File: config.mk
export PLATFORM = sky130hd
export DESIGN_NAME = lrp_top
export DESIGN_NICKNAME = d
export VERILOG_FILES = /design/src/verilog/lrp_pkg.sv /design/src/verilog/lrp_pwm_gate.sv /design/src/verilog/lrp_ramp_unit.sv /design/src/verilog/lrp_top.sv
export VERILOG_INCLUDE_DIRS = /design/src /design/src/verilog
export SDC_FILE = /design/constraint.sdc
export NUM_CORES = 1
export LEC_CHECK = 0
export ABC_AREA = 1
export BUFFER_PORTS_ARGS = -buffer_cell sky130_fd_sc_hd__buf_2
export CORE_ASPECT_RATIO = 1.25
export CORE_UTILIZATION = 62
export CTS_CLUSTER_DIAMETER = 120
export DETAILED_ROUTE_END_ITERATION = 6
export GPL_ROUTABILITY_DRIVEN = 1
export PLACE_DENSITY = 0.85
export SYNTH_ARGS = -nofsm -noshare
export SYNTH_HDL_FRONTEND = slang
export SYNTH_SLANG_ARGS = --single-unit
File: constraint.sdc
create_clock -name clk_sys_i -period 5.6 [get_ports clk_sys_i]
set_clock_uncertainty 0.15 [all_clocks]
set_input_delay 0.28 -clock clk_sys_i [delete_from_list [all_inputs] [get_ports clk_sys_i]]
set_output_delay 0.28 -clock clk_sys_i [all_outputs]
set_load 0.1 [all_outputs]
File: src/verilog/lrp_defs.svh
// Contract
// [RULE1] Startup step time code bits 2:0
// [RULE2] Shutdown step time code bits 5:3
// [RULE3] Startup rate until target reached
// [RULE4] Shutdown rate until current reaches zero
// [RULE5] One shared setting for all sinks
// [RULE6] Run-time up bits 2:0, down 5:3
// [RULE7] Run-time rates only after initial target
// [RULE8] Bank bit 0 selects PWM input
// [RULE9] Bank bit 1 sets PWM polarity
// [RULE10] Bits 6:2 enable PWM per zone
// [RULE11] Three bank registers at 0x13-0x15
// [RULE12] Two-bit code routes bank to sink
// [RULE13] Each step moves one of 256 levels
// [RULE14] Zone disabled means no PWM modulation
`ifndef LRP_DEFS_SVH
`define LRP_DEFS_SVH

// ----------------------------------------
// Register offsets
// ----------------------------------------
`define LRP_ADDR_STATUS     8'h0F
`define LRP_ADDR_ROUTING    8'h10
`define LRP_ADDR_POWER_RAMP 8'h11
`define LRP_ADDR_RUN_RAMP   8'h12
`define LRP_ADDR_BANK_A     8'h13
`define LRP_ADDR_BANK_B     8'h14
`define LRP_ADDR_BANK_C     8'h15

// ----------------------------------------
// Reset values
// ----------------------------------------
`define LRP_RST_ROUTING     8'h24
`define LRP_RST_POWER_RAMP  8'h00
`define LRP_RST_RUN_RAMP    8'h00
`define LRP_RST_BANK_PWM    8'h02

// ----------------------------------------
// Field widths and limits
// ----------------------------------------
`define LRP_ROUTE_BITS      2
`define LRP_ZONE_COUNT      5
`define LRP_LEVEL_MAX       8'hFF

// ----------------------------------------
// Timing
// ----------------------------------------
`define LRP_CLK_PERIOD_NS   8
`define LRP_STEP_FAST_NS    8000
`define LRP_STEP_SLOW_NS    1024000
`define LRP_STEP_FAST_CYC   (`LRP_STEP_FAST_NS / `LRP_CLK_PERIOD_NS)
`define LRP_STEP_SLOW_CYC   (`LRP_STEP_SLOW_NS / `LRP_CLK_PERIOD_NS)

`endif

File: src/verilog/lrp_pkg.sv
package lrp_pkg;

   typedef enum logic [3:0] {
      LRP_OFF      = 4'h1,
      LRP_STARTUP  = 4'h2,
      LRP_RUN      = 4'h4,
      LRP_SHUTDOWN = 4'h8
   } lrp_phase_e;

   typedef struct packed {
      logic [1:0] unused;
      logic [2:0] down;
      logic [2:0] up;
   } lrp_ramp_cfg_s;

   typedef struct packed {
      logic       unused;
      logic [4:0] zone_en;
      logic       active_high;
      logic       use_second;
   } lrp_pwm_cfg_s;

   typedef struct packed {
      logic [7:0] level;
      logic       drive;
   } lrp_sink_s;

   typedef logic [22:0] lrp_cnt_t;

endpackage

File: src/verilog/lrp_pwm_gate.sv
`include "lrp_defs.svh"

module lrp_pwm_gate
   import lrp_pkg::*;
(
   input  wire lrp_pwm_cfg_s cfg_i,
   input  wire logic [2:0]   zone_i,
   input  wire logic         pwm_first_i,
   input  wire logic         pwm_second_i,
   output logic              drive_o
);

   logic raw;
   logic zone_on;

   always_comb
   begin
      raw     = cfg_i.use_second ? pwm_second_i : pwm_first_i;       // RULE8
      zone_on = (zone_i < 3'(`LRP_ZONE_COUNT)) && cfg_i.zone_en[zone_i]; // RULE10
      if (zone_on)
      begin
         drive_o = cfg_i.active_high ? raw : ~raw;                  // RULE9
      end
      else
      begin
         drive_o = 1'b1;                                             // RULE14
      end
   end

endmodule // lrp_pwm_gate

File: src/verilog/lrp_ramp_unit.sv
`include "lrp_defs.svh"

module lrp_ramp_unit
   import lrp_pkg::*;
#(
   parameter lrp_cnt_t STEP_FAST = 23'(`LRP_STEP_FAST_CYC),
   parameter lrp_cnt_t STEP_SLOW = 23'(`LRP_STEP_SLOW_CYC)
)
(
   input  wire logic          clk_sys_i,
   input  wire logic          nrst_i,
   input  wire logic          enable_i,
   input  wire logic [7:0]    target_i,
   input  wire lrp_ramp_cfg_s power_cfg_i,
   input  wire lrp_ramp_cfg_s run_cfg_i,
   output logic [7:0]         level_o,
   output logic               busy_o
);

   lrp_phase_e phase_ff;
   lrp_phase_e nxt_phase;
   logic [7:0] level_ff;
   logic [7:0] nxt_level;
   lrp_cnt_t   cnt_ff;
   lrp_cnt_t   nxt_cnt;
   logic [7:0] dest;
   logic [2:0] code;
   lrp_cnt_t   period;

   function automatic lrp_cnt_t step_cycles(input logic [2:0] c);
      if (c == 3'h0)
         step_cycles = STEP_FAST;
      else
         step_cycles = STEP_SLOW << (c - 3'h1);
   endfunction

   // ----------------------------------------
   // Phase, level and step timer
   // ----------------------------------------
   always_comb
   begin
      nxt_phase = phase_ff;
      dest      = target_i;
      code      = power_cfg_i.up;
      case (phase_ff)
         LRP_OFF:
         begin
            dest = 8'h00;
            if (enable_i)
               nxt_phase = LRP_STARTUP;
         end
         LRP_STARTUP:
         begin
            code = power_cfg_i.up;                                   // RULE1 RULE3
            if (!enable_i)
               nxt_phase = LRP_SHUTDOWN;
            else if (level_ff == target_i)
               nxt_phase = LRP_RUN;
         end
         LRP_RUN:
         begin
            code = (target_i > level_ff) ? run_cfg_i.up : run_cfg_i.down; // RULE6 RULE7
            if (!enable_i)
               nxt_phase = LRP_SHUTDOWN;
         end
         LRP_SHUTDOWN:
         begin
            dest = 8'h00;
            code = power_cfg_i.down;                                 // RULE2 RULE4
            if (enable_i)
               nxt_phase = LRP_STARTUP;
            else if (level_ff == 8'h00)
               nxt_phase = LRP_OFF;
         end
         default:
         begin
            dest      = 8'h00;
            nxt_phase = LRP_OFF;
         end
      endcase
      period    = step_cycles(code);
      nxt_level = level_ff;
      nxt_cnt   = '0;
      if (level_ff != dest)
      begin
         if (cnt_ff >= period - 23'h1)
         begin
            nxt_level = (dest > level_ff) ? level_ff + 8'h01 : level_ff - 8'h01; // RULE13
         end
         else
         begin
            nxt_cnt = cnt_ff + 23'h1;
         end
      end
   end

   always_ff @(posedge clk_sys_i or negedge nrst_i)
   begin
      if (!nrst_i)
      begin
         phase_ff <= LRP_OFF;
         level_ff <= 8'h00;
         cnt_ff   <= '0;
      end
      else
      begin
         phase_ff <= nxt_phase;
         level_ff <= nxt_level;
         cnt_ff   <= nxt_cnt;
      end
   end

   assign level_o = level_ff;
   assign busy_o  = (phase_ff == LRP_STARTUP) || (phase_ff == LRP_SHUTDOWN);

endmodule // lrp_ramp_unit

File: src/verilog/lrp_top.sv
`include "lrp_defs.svh"

module lrp_top
   import lrp_pkg::*;
#(
   parameter lrp_cnt_t STEP_FAST = 23'(`LRP_STEP_FAST_CYC),
   parameter lrp_cnt_t STEP_SLOW = 23'(`LRP_STEP_SLOW_CYC)
)
(
   input  wire logic        clk_sys_i,
   input  wire logic        nrst_i,
   input  wire logic        reg_wr_i,
   input  wire logic        reg_rd_i,
   input  wire logic [7:0]  reg_addr_i,
   input  wire logic [7:0]  reg_wdata_i,
   output logic [7:0]       reg_rdata_o,
   input  wire logic [2:0]  bank_enable_i,
   input  wire logic [7:0]  bank_a_target_i,
   input  wire logic [7:0]  bank_b_target_i,
   input  wire logic [7:0]  bank_c_target_i,
   input  wire logic [2:0]  bank_a_zone_i,
   input  wire logic [2:0]  bank_b_zone_i,
   input  wire logic [2:0]  bank_c_zone_i,
   input  wire logic        pwm_input_first_i,
   input  wire logic        pwm_input_second_i,
   output lrp_sink_s        current_sink_one_o,
   output lrp_sink_s        current_sink_two_o,
   output lrp_sink_s        current_sink_three_o
);

   // ----------------------------------------
   // Registers
   // ----------------------------------------
   logic [7:0]    routing_ff;
   logic [7:0]    nxt_routing;
   lrp_ramp_cfg_s power_ramp_rate_ff;
   lrp_ramp_cfg_s nxt_power_ramp_rate;
   lrp_ramp_cfg_s runtime_ramp_rate_ff;
   lrp_ramp_cfg_s nxt_runtime_ramp_rate;
   lrp_pwm_cfg_s  bank_pwm_config_ff [3];
   lrp_pwm_cfg_s  nxt_bank_pwm_config [3];
   logic [7:0]    rdata_ff;
   logic [7:0]    nxt_rdata;
   logic [2:0]    busy;

   always_comb
   begin
      nxt_routing           = routing_ff;
      nxt_power_ramp_rate   = power_ramp_rate_ff;
      nxt_runtime_ramp_rate = runtime_ramp_rate_ff;
      nxt_bank_pwm_config   = bank_pwm_config_ff;
      nxt_rdata             = rdata_ff;
      if (reg_wr_i)
      begin
         case (reg_addr_i)
            `LRP_ADDR_ROUTING:    nxt_routing = {2'b00, reg_wdata_i[5:0]};
            `LRP_ADDR_POWER_RAMP: nxt_power_ramp_rate = {2'b00, reg_wdata_i[5:0]}; // RULE5
            `LRP_ADDR_RUN_RAMP:   nxt_runtime_ramp_rate = {2'b00, reg_wdata_i[5:0]};
            `LRP_ADDR_BANK_A:     nxt_bank_pwm_config[0] = {1'b0, reg_wdata_i[6:0]}; // RULE11
            `LRP_ADDR_BANK_B:     nxt_bank_pwm_config[1] = {1'b0, reg_wdata_i[6:0]}; // RULE11
            `LRP_ADDR_BANK_C:     nxt_bank_pwm_config[2] = {1'b0, reg_wdata_i[6:0]}; // RULE11
            default:              nxt_routing = routing_ff;
         endcase
      end
      if (reg_rd_i)
      begin
         case (reg_addr_i)
            `LRP_ADDR_STATUS:     nxt_rdata = {5'h00, busy};
            `LRP_ADDR_ROUTING:    nxt_rdata = routing_ff;
            `LRP_ADDR_POWER_RAMP: nxt_rdata = power_ramp_rate_ff;
            `LRP_ADDR_RUN_RAMP:   nxt_rdata = runtime_ramp_rate_ff;
            `LRP_ADDR_BANK_A:     nxt_rdata = bank_pwm_config_ff[0];
            `LRP_ADDR_BANK_B:     nxt_rdata = bank_pwm_config_ff[1];
            `LRP_ADDR_BANK_C:     nxt_rdata = bank_pwm_config_ff[2];
            default:              nxt_rdata = 8'h00;
         endcase
      end
   end

   always_ff @(posedge clk_sys_i or negedge nrst_i)
   begin
      if (!nrst_i)
      begin
         routing_ff             <= `LRP_RST_ROUTING;
         power_ramp_rate_ff     <= `LRP_RST_POWER_RAMP;
         runtime_ramp_rate_ff   <= `LRP_RST_RUN_RAMP;
         bank_pwm_config_ff[0]  <= `LRP_RST_BANK_PWM;
         bank_pwm_config_ff[1]  <= `LRP_RST_BANK_PWM;
         bank_pwm_config_ff[2]  <= `LRP_RST_BANK_PWM;
         rdata_ff               <= 8'h00;
      end
      else
      begin
         routing_ff             <= nxt_routing;
         power_ramp_rate_ff     <= nxt_power_ramp_rate;
         runtime_ramp_rate_ff   <= nxt_runtime_ramp_rate;
         bank_pwm_config_ff     <= nxt_bank_pwm_config;
         rdata_ff               <= nxt_rdata;
      end
   end

   assign reg_rdata_o = rdata_ff;

   // ----------------------------------------
   // PWM pin synchroniser
   // ----------------------------------------
   logic [1:0] pwm_meta_ff;
   logic [1:0] pwm_sync_ff;

   always_ff @(posedge clk_sys_i or negedge nrst_i)
   begin
      if (!nrst_i)
      begin
         pwm_meta_ff <= 2'b00;
         pwm_sync_ff <= 2'b00;
      end
      else
      begin
         pwm_meta_ff <= {pwm_input_second_i, pwm_input_first_i};
         pwm_sync_ff <= pwm_meta_ff;
      end
   end

   // ----------------------------------------
   // Per-bank ramp and PWM gating
   // ----------------------------------------
   logic [7:0] bank_target [3];
   logic [2:0] bank_zone   [3];
   logic [7:0] bank_level  [3];
   logic [2:0] bank_drive;

   assign bank_target[0] = bank_a_target_i;
   assign bank_target[1] = bank_b_target_i;
   assign bank_target[2] = bank_c_target_i;
   assign bank_zone[0]   = bank_a_zone_i;
   assign bank_zone[1]   = bank_b_zone_i;
   assign bank_zone[2]   = bank_c_zone_i;

   genvar g;
   generate
      for (g = 0; g < 3; g++)
      begin : g_bank
         lrp_ramp_unit #(
            .STEP_FAST (STEP_FAST),
            .STEP_SLOW (STEP_SLOW)
         ) u_ramp (
            .clk_sys_i   (clk_sys_i),
            .nrst_i      (nrst_i),
            .enable_i    (bank_enable_i[g]),
            .target_i    (bank_target[g]),
            .power_cfg_i (power_ramp_rate_ff),
            .run_cfg_i   (runtime_ramp_rate_ff),
            .level_o     (bank_level[g]),
            .busy_o      (busy[g])
         );

         lrp_pwm_gate u_gate (
            .cfg_i        (bank_pwm_config_ff[g]),
            .zone_i       (bank_zone[g]),
            .pwm_first_i  (pwm_sync_ff[0]),
            .pwm_second_i (pwm_sync_ff[1]),
            .drive_o      (bank_drive[g])
         );
      end
   endgenerate

   // ----------------------------------------
   // Sink routing
   // ----------------------------------------
   function automatic logic [1:0] bank_of(input logic [1:0] c);
      if (c[1])
         bank_of = 2'd2;
      else
         bank_of = {1'b0, c[0]};
   endfunction

   lrp_sink_s sink_ff     [3];
   lrp_sink_s nxt_sink    [3];
   logic [1:0] sel        [3];

   always_comb
   begin
      for (int i = 0; i < 3; i++)
      begin
         sel[i]            = bank_of(routing_ff[2*i +: 2]);            // RULE12
         nxt_sink[i].level = bank_level[sel[i]];
         nxt_sink[i].drive = bank_drive[sel[i]];
      end
   end

   always_ff @(posedge clk_sys_i or negedge nrst_i)
   begin
      if (!nrst_i)
      begin
         sink_ff[0] <= '0;
         sink_ff[1] <= '0;
         sink_ff[2] <= '0;
      end
      else
      begin
         sink_ff <= nxt_sink;
      end
   end

   assign current_sink_one_o   = sink_ff[0];
   assign current_sink_two_o   = sink_ff[1];
   assign current_sink_three_o = sink_ff[2];

endmodule // lrp_top

==> results.yml <==
sta:
  post-route-period-util_pct: 96.7
  slew_headroom_pct: 20.2
  report.final.setup_viol: 0
  worst_slack_ps: 187
  fmax_mhz: 185
  finalMaxSlewViolations: 0
  worstMarginPinSlew_ps: 1180
  post-route-min-period_ps: 5410
  hold_viol: 0
setup_path:
  slowest_delay_ps: 390
  crit_path_frequent_cell: "nand2_1"
  worstPathRequired_ps: 5800
  start_kind: "flop"
  critical_path_arrival_ps: 5620
  worst-r2r-setup-slack_ps: 190
  cp_num_buf_inv: 7
  worstSetupPathType: "flop to flop"
  crit_family: "simple AND/OR/NAND/NOR gates"
  critPathMaxFanout: 4
  slowest_stage: "dfrtp_1"
  cp-end-kind: "flop"
synthesis:
  yosys_warnings: 0
  ys_async_sr_fraction_pct: 100
  syn_area_mm2: 0.0134
  ys_ff_latch: 182
  synth_top_family_by_area: "simple AND/OR/NAND/NOR gates"
  synth-simple-area-share_pct: 24.7
  syn_area_per_cell_um2: 7.58
  synth.area.top_cells: "dfrtp_1 (33%), ha_1 (13%), nand2_1 (8.3%), inv_1 (7.3%), nor2_1 (6.1%)"
  synth.top_cell.area_share_pct: 32.5
  synth-compound-area-share_pct: 14.4
  ys_types: 64
  synth-adder-area-share_pct: 13.6
  yosysTopAreaCell: "dfrtp_1"
  synth_ff_type: "dfrtp_1"
  syn_nets: 1969
  synth_seq_area_share_pct: 34.1
  syn_inst: 1767
  synthXorXnorAreaFrac_pct: 4.71
  muxShareOfSynthArea_pct: 0.0841
  synth-edff-count: 0
final_layout:
  register_area_mm2: 0.00457
  num-nets-final: 2129
  drive_gt1_share_pct: 16.1
  final_core_util_pct: 74.2
  num-fill-cells: 1552
  area_growth_pct: 16.2
  multi_input_area_mm2: 0.00797
  final_cell_mix: "nand2_1 (292), inv_1 (245), nor2_1 (209), dfrtp_1 (168), o21ai_0 (162)"
  final_cells: 2214
  layout_commonest_cell: "nand2_1"
  postLayoutCellArea_mm2: 0.0156
  diodes: 0
power:
  leakage_uw: 0.00769
  p_per_area_mw_per_mm2: 472
  p_total_uw: 7340
  ir_worst_vdd_v: 0.000352
cts:
  htreeDepth: 4
  cts_buffer_depth: 2
  clk_latency_ps: 450
  cts_tree: "built"
  cts_buffers: 17
  cts_root_buf: "clkbuf_16"
  clk_pin_slew_ps: 80
  cts_sinks: 182
drt:
  routed_wl_mm: 36.7
  vias: 13046
  via_per_inst: 5.89
  first_pass_iters: 7
  ant_nets: 0
  drt-initial-drc-count: 1002
  drc: 1
  post_drt_wl_per_cell_um: 16.6
die:
  dieArea_mm2: 0.0222
  start_util_pct: 63.9
  dieHeight_um: 166
  fp.coreArea_mm2: 0.0210
  die_width_um: 133
  ios: 93
  row_count: 59
placed_design:
  routabilityCongestion: 0.927
  numPortBuffers: 90
  placed_cell_area_mm2: 0.0144
  dpl_worst_slack_ps: 4.64
  dp_hpwl_mm: 26.7
  dp_cells: 2146
global_route:
  overflow: 0
  track_usage_pct: 32.5
  antenna_found_initial: 1
  grt_max_degree: 66
  grt_pass1_wl_mm: 58.0
  grt_pass1_vias: 12664
run_status:
  status: "finished with violations"
  violations: "DRC"
flow_run:
  max_cap_viol_count: 0
hold_path:
  min_path_type: "input pin to flop"
[where the power goes]
part           switching [µW]  total, µW  internal (µW)
logic                    2770       4260           1490
clock network             605       1220            610
registers                 246       1860           1620
total                    3620       7340           3720
[cells in the mapped netlist, drive strengths merged, types with 2 or more instances]
library cell / number
buf: 10
o21ai: 166
clkbuf: 15
and3: 3
o2111ai: 2
a21oi: 99
o21bai: 5
nand2: 303
dfrtp: 174
o21a: 5
nor2: 236
a221oi: 2
and2: 2
nand3: 71
nand4: 45
o31ai: 5
dfstp: 8
a211oi: 2
a31oi: 13
o221ai: 4
or2: 3
nor3b: 9
o22ai: 32
nor4: 10
a41oi: 2
xnor2: 33
nand3b: 2
fa: 3
inv: 261
a21o: 3
ha: 141
o211ai: 3
nor3: 41
clkinv: 5
xor2: 39
[layout make-up]
type | count | area share [%]
tap | 274 | 2.20
timing repair inverter | 1 | 0.0482
sequential | 182 | 29.4
multi-input combinational | 1294 | 51.2
clock buffer | 18 | 2.82
timing repair buffer | 165 | 6.85
clock inverter | 14 | 1.00
inverter | 266 | 6.46
[logic make-up after synthesis]
family                   after synthesis
AND/OR/NAND/NOR                      727
AO/OA/AOI/OAI                        349
buffers and inverters                291
flip-flops                           182
adder cells (fa/ha/maj)              144
XOR/XNOR                              72
other                                  1
multiplexers                           1
[worst paths after layout]
path,cells past startpoint,endpoint,startpoint
setup / recovery,34,g_bank[1].u_ramp.level_o[1],g_bank[1].u_ramp.level_o[6]
hold / removal,2,reg_rdata_o[5],reg_rd_i
setup reg to reg,34,g_bank[1].u_ramp.level_o[1],g_bank[1].u_ramp.level_o[6]
hold reg to reg,0,pwm_sync_ff[1],pwm_meta_ff[1]
max in group asynchronous,3,g_bank[0].u_ramp.level_o[2],nrst_i
min in group asynchronous,2,g_bank[2].u_ramp.cnt_ff[16],nrst_i
[registers in the layout (all words and copies together), names as in the netlist]
register	count
bank_pwm_config_ff	21
current_sink_one_o	9
current_sink_three_o	9
current_sink_two_o	9
g_bank.u_ramp.cnt_ff	69
g_bank.u_ramp.level_o	24
g_bank.u_ramp.phase_ff	12
power_ramp_rate_ff	6
pwm_meta_ff	2
pwm_sync_ff	2
reg_rdata_o	7
routing_ff	6
runtime_ramp_rate_ff	6
[per-stage QoR]
step / hold WS, ps / setup TNS, ps
6_report: 18.3 / 0
5_1_grt: 55.5 / -4550
4_1_cts: 29.1 / 0
3_5_place_dp: 141 / 0
3_3_place_gp: 138 / 0
2_1_floorplan: -166 / 0
[timing repair]
item	in CTS	in global routing
buffers inserted	0	28
hold buffers	7	0
pin swaps	0	19
cloned	0	1
gates resized for setup	1	76
setup endpoints to repair	2	93
endpoints found under the hold margin	63	0
[layer usage]
layer / wire [µm] / track usage (%) / vias to the layer above
li1: - / - / 6204
met1: 13400 / 35.8 / 6142
met2: 19100 / 58.6 / 525
met3: 2340 / 5.40 / 175
met4: 1900 / 18.2 / 0
met5: 0 / 0 / -
No activity file was read; power rests on OpenSTA's default activity.
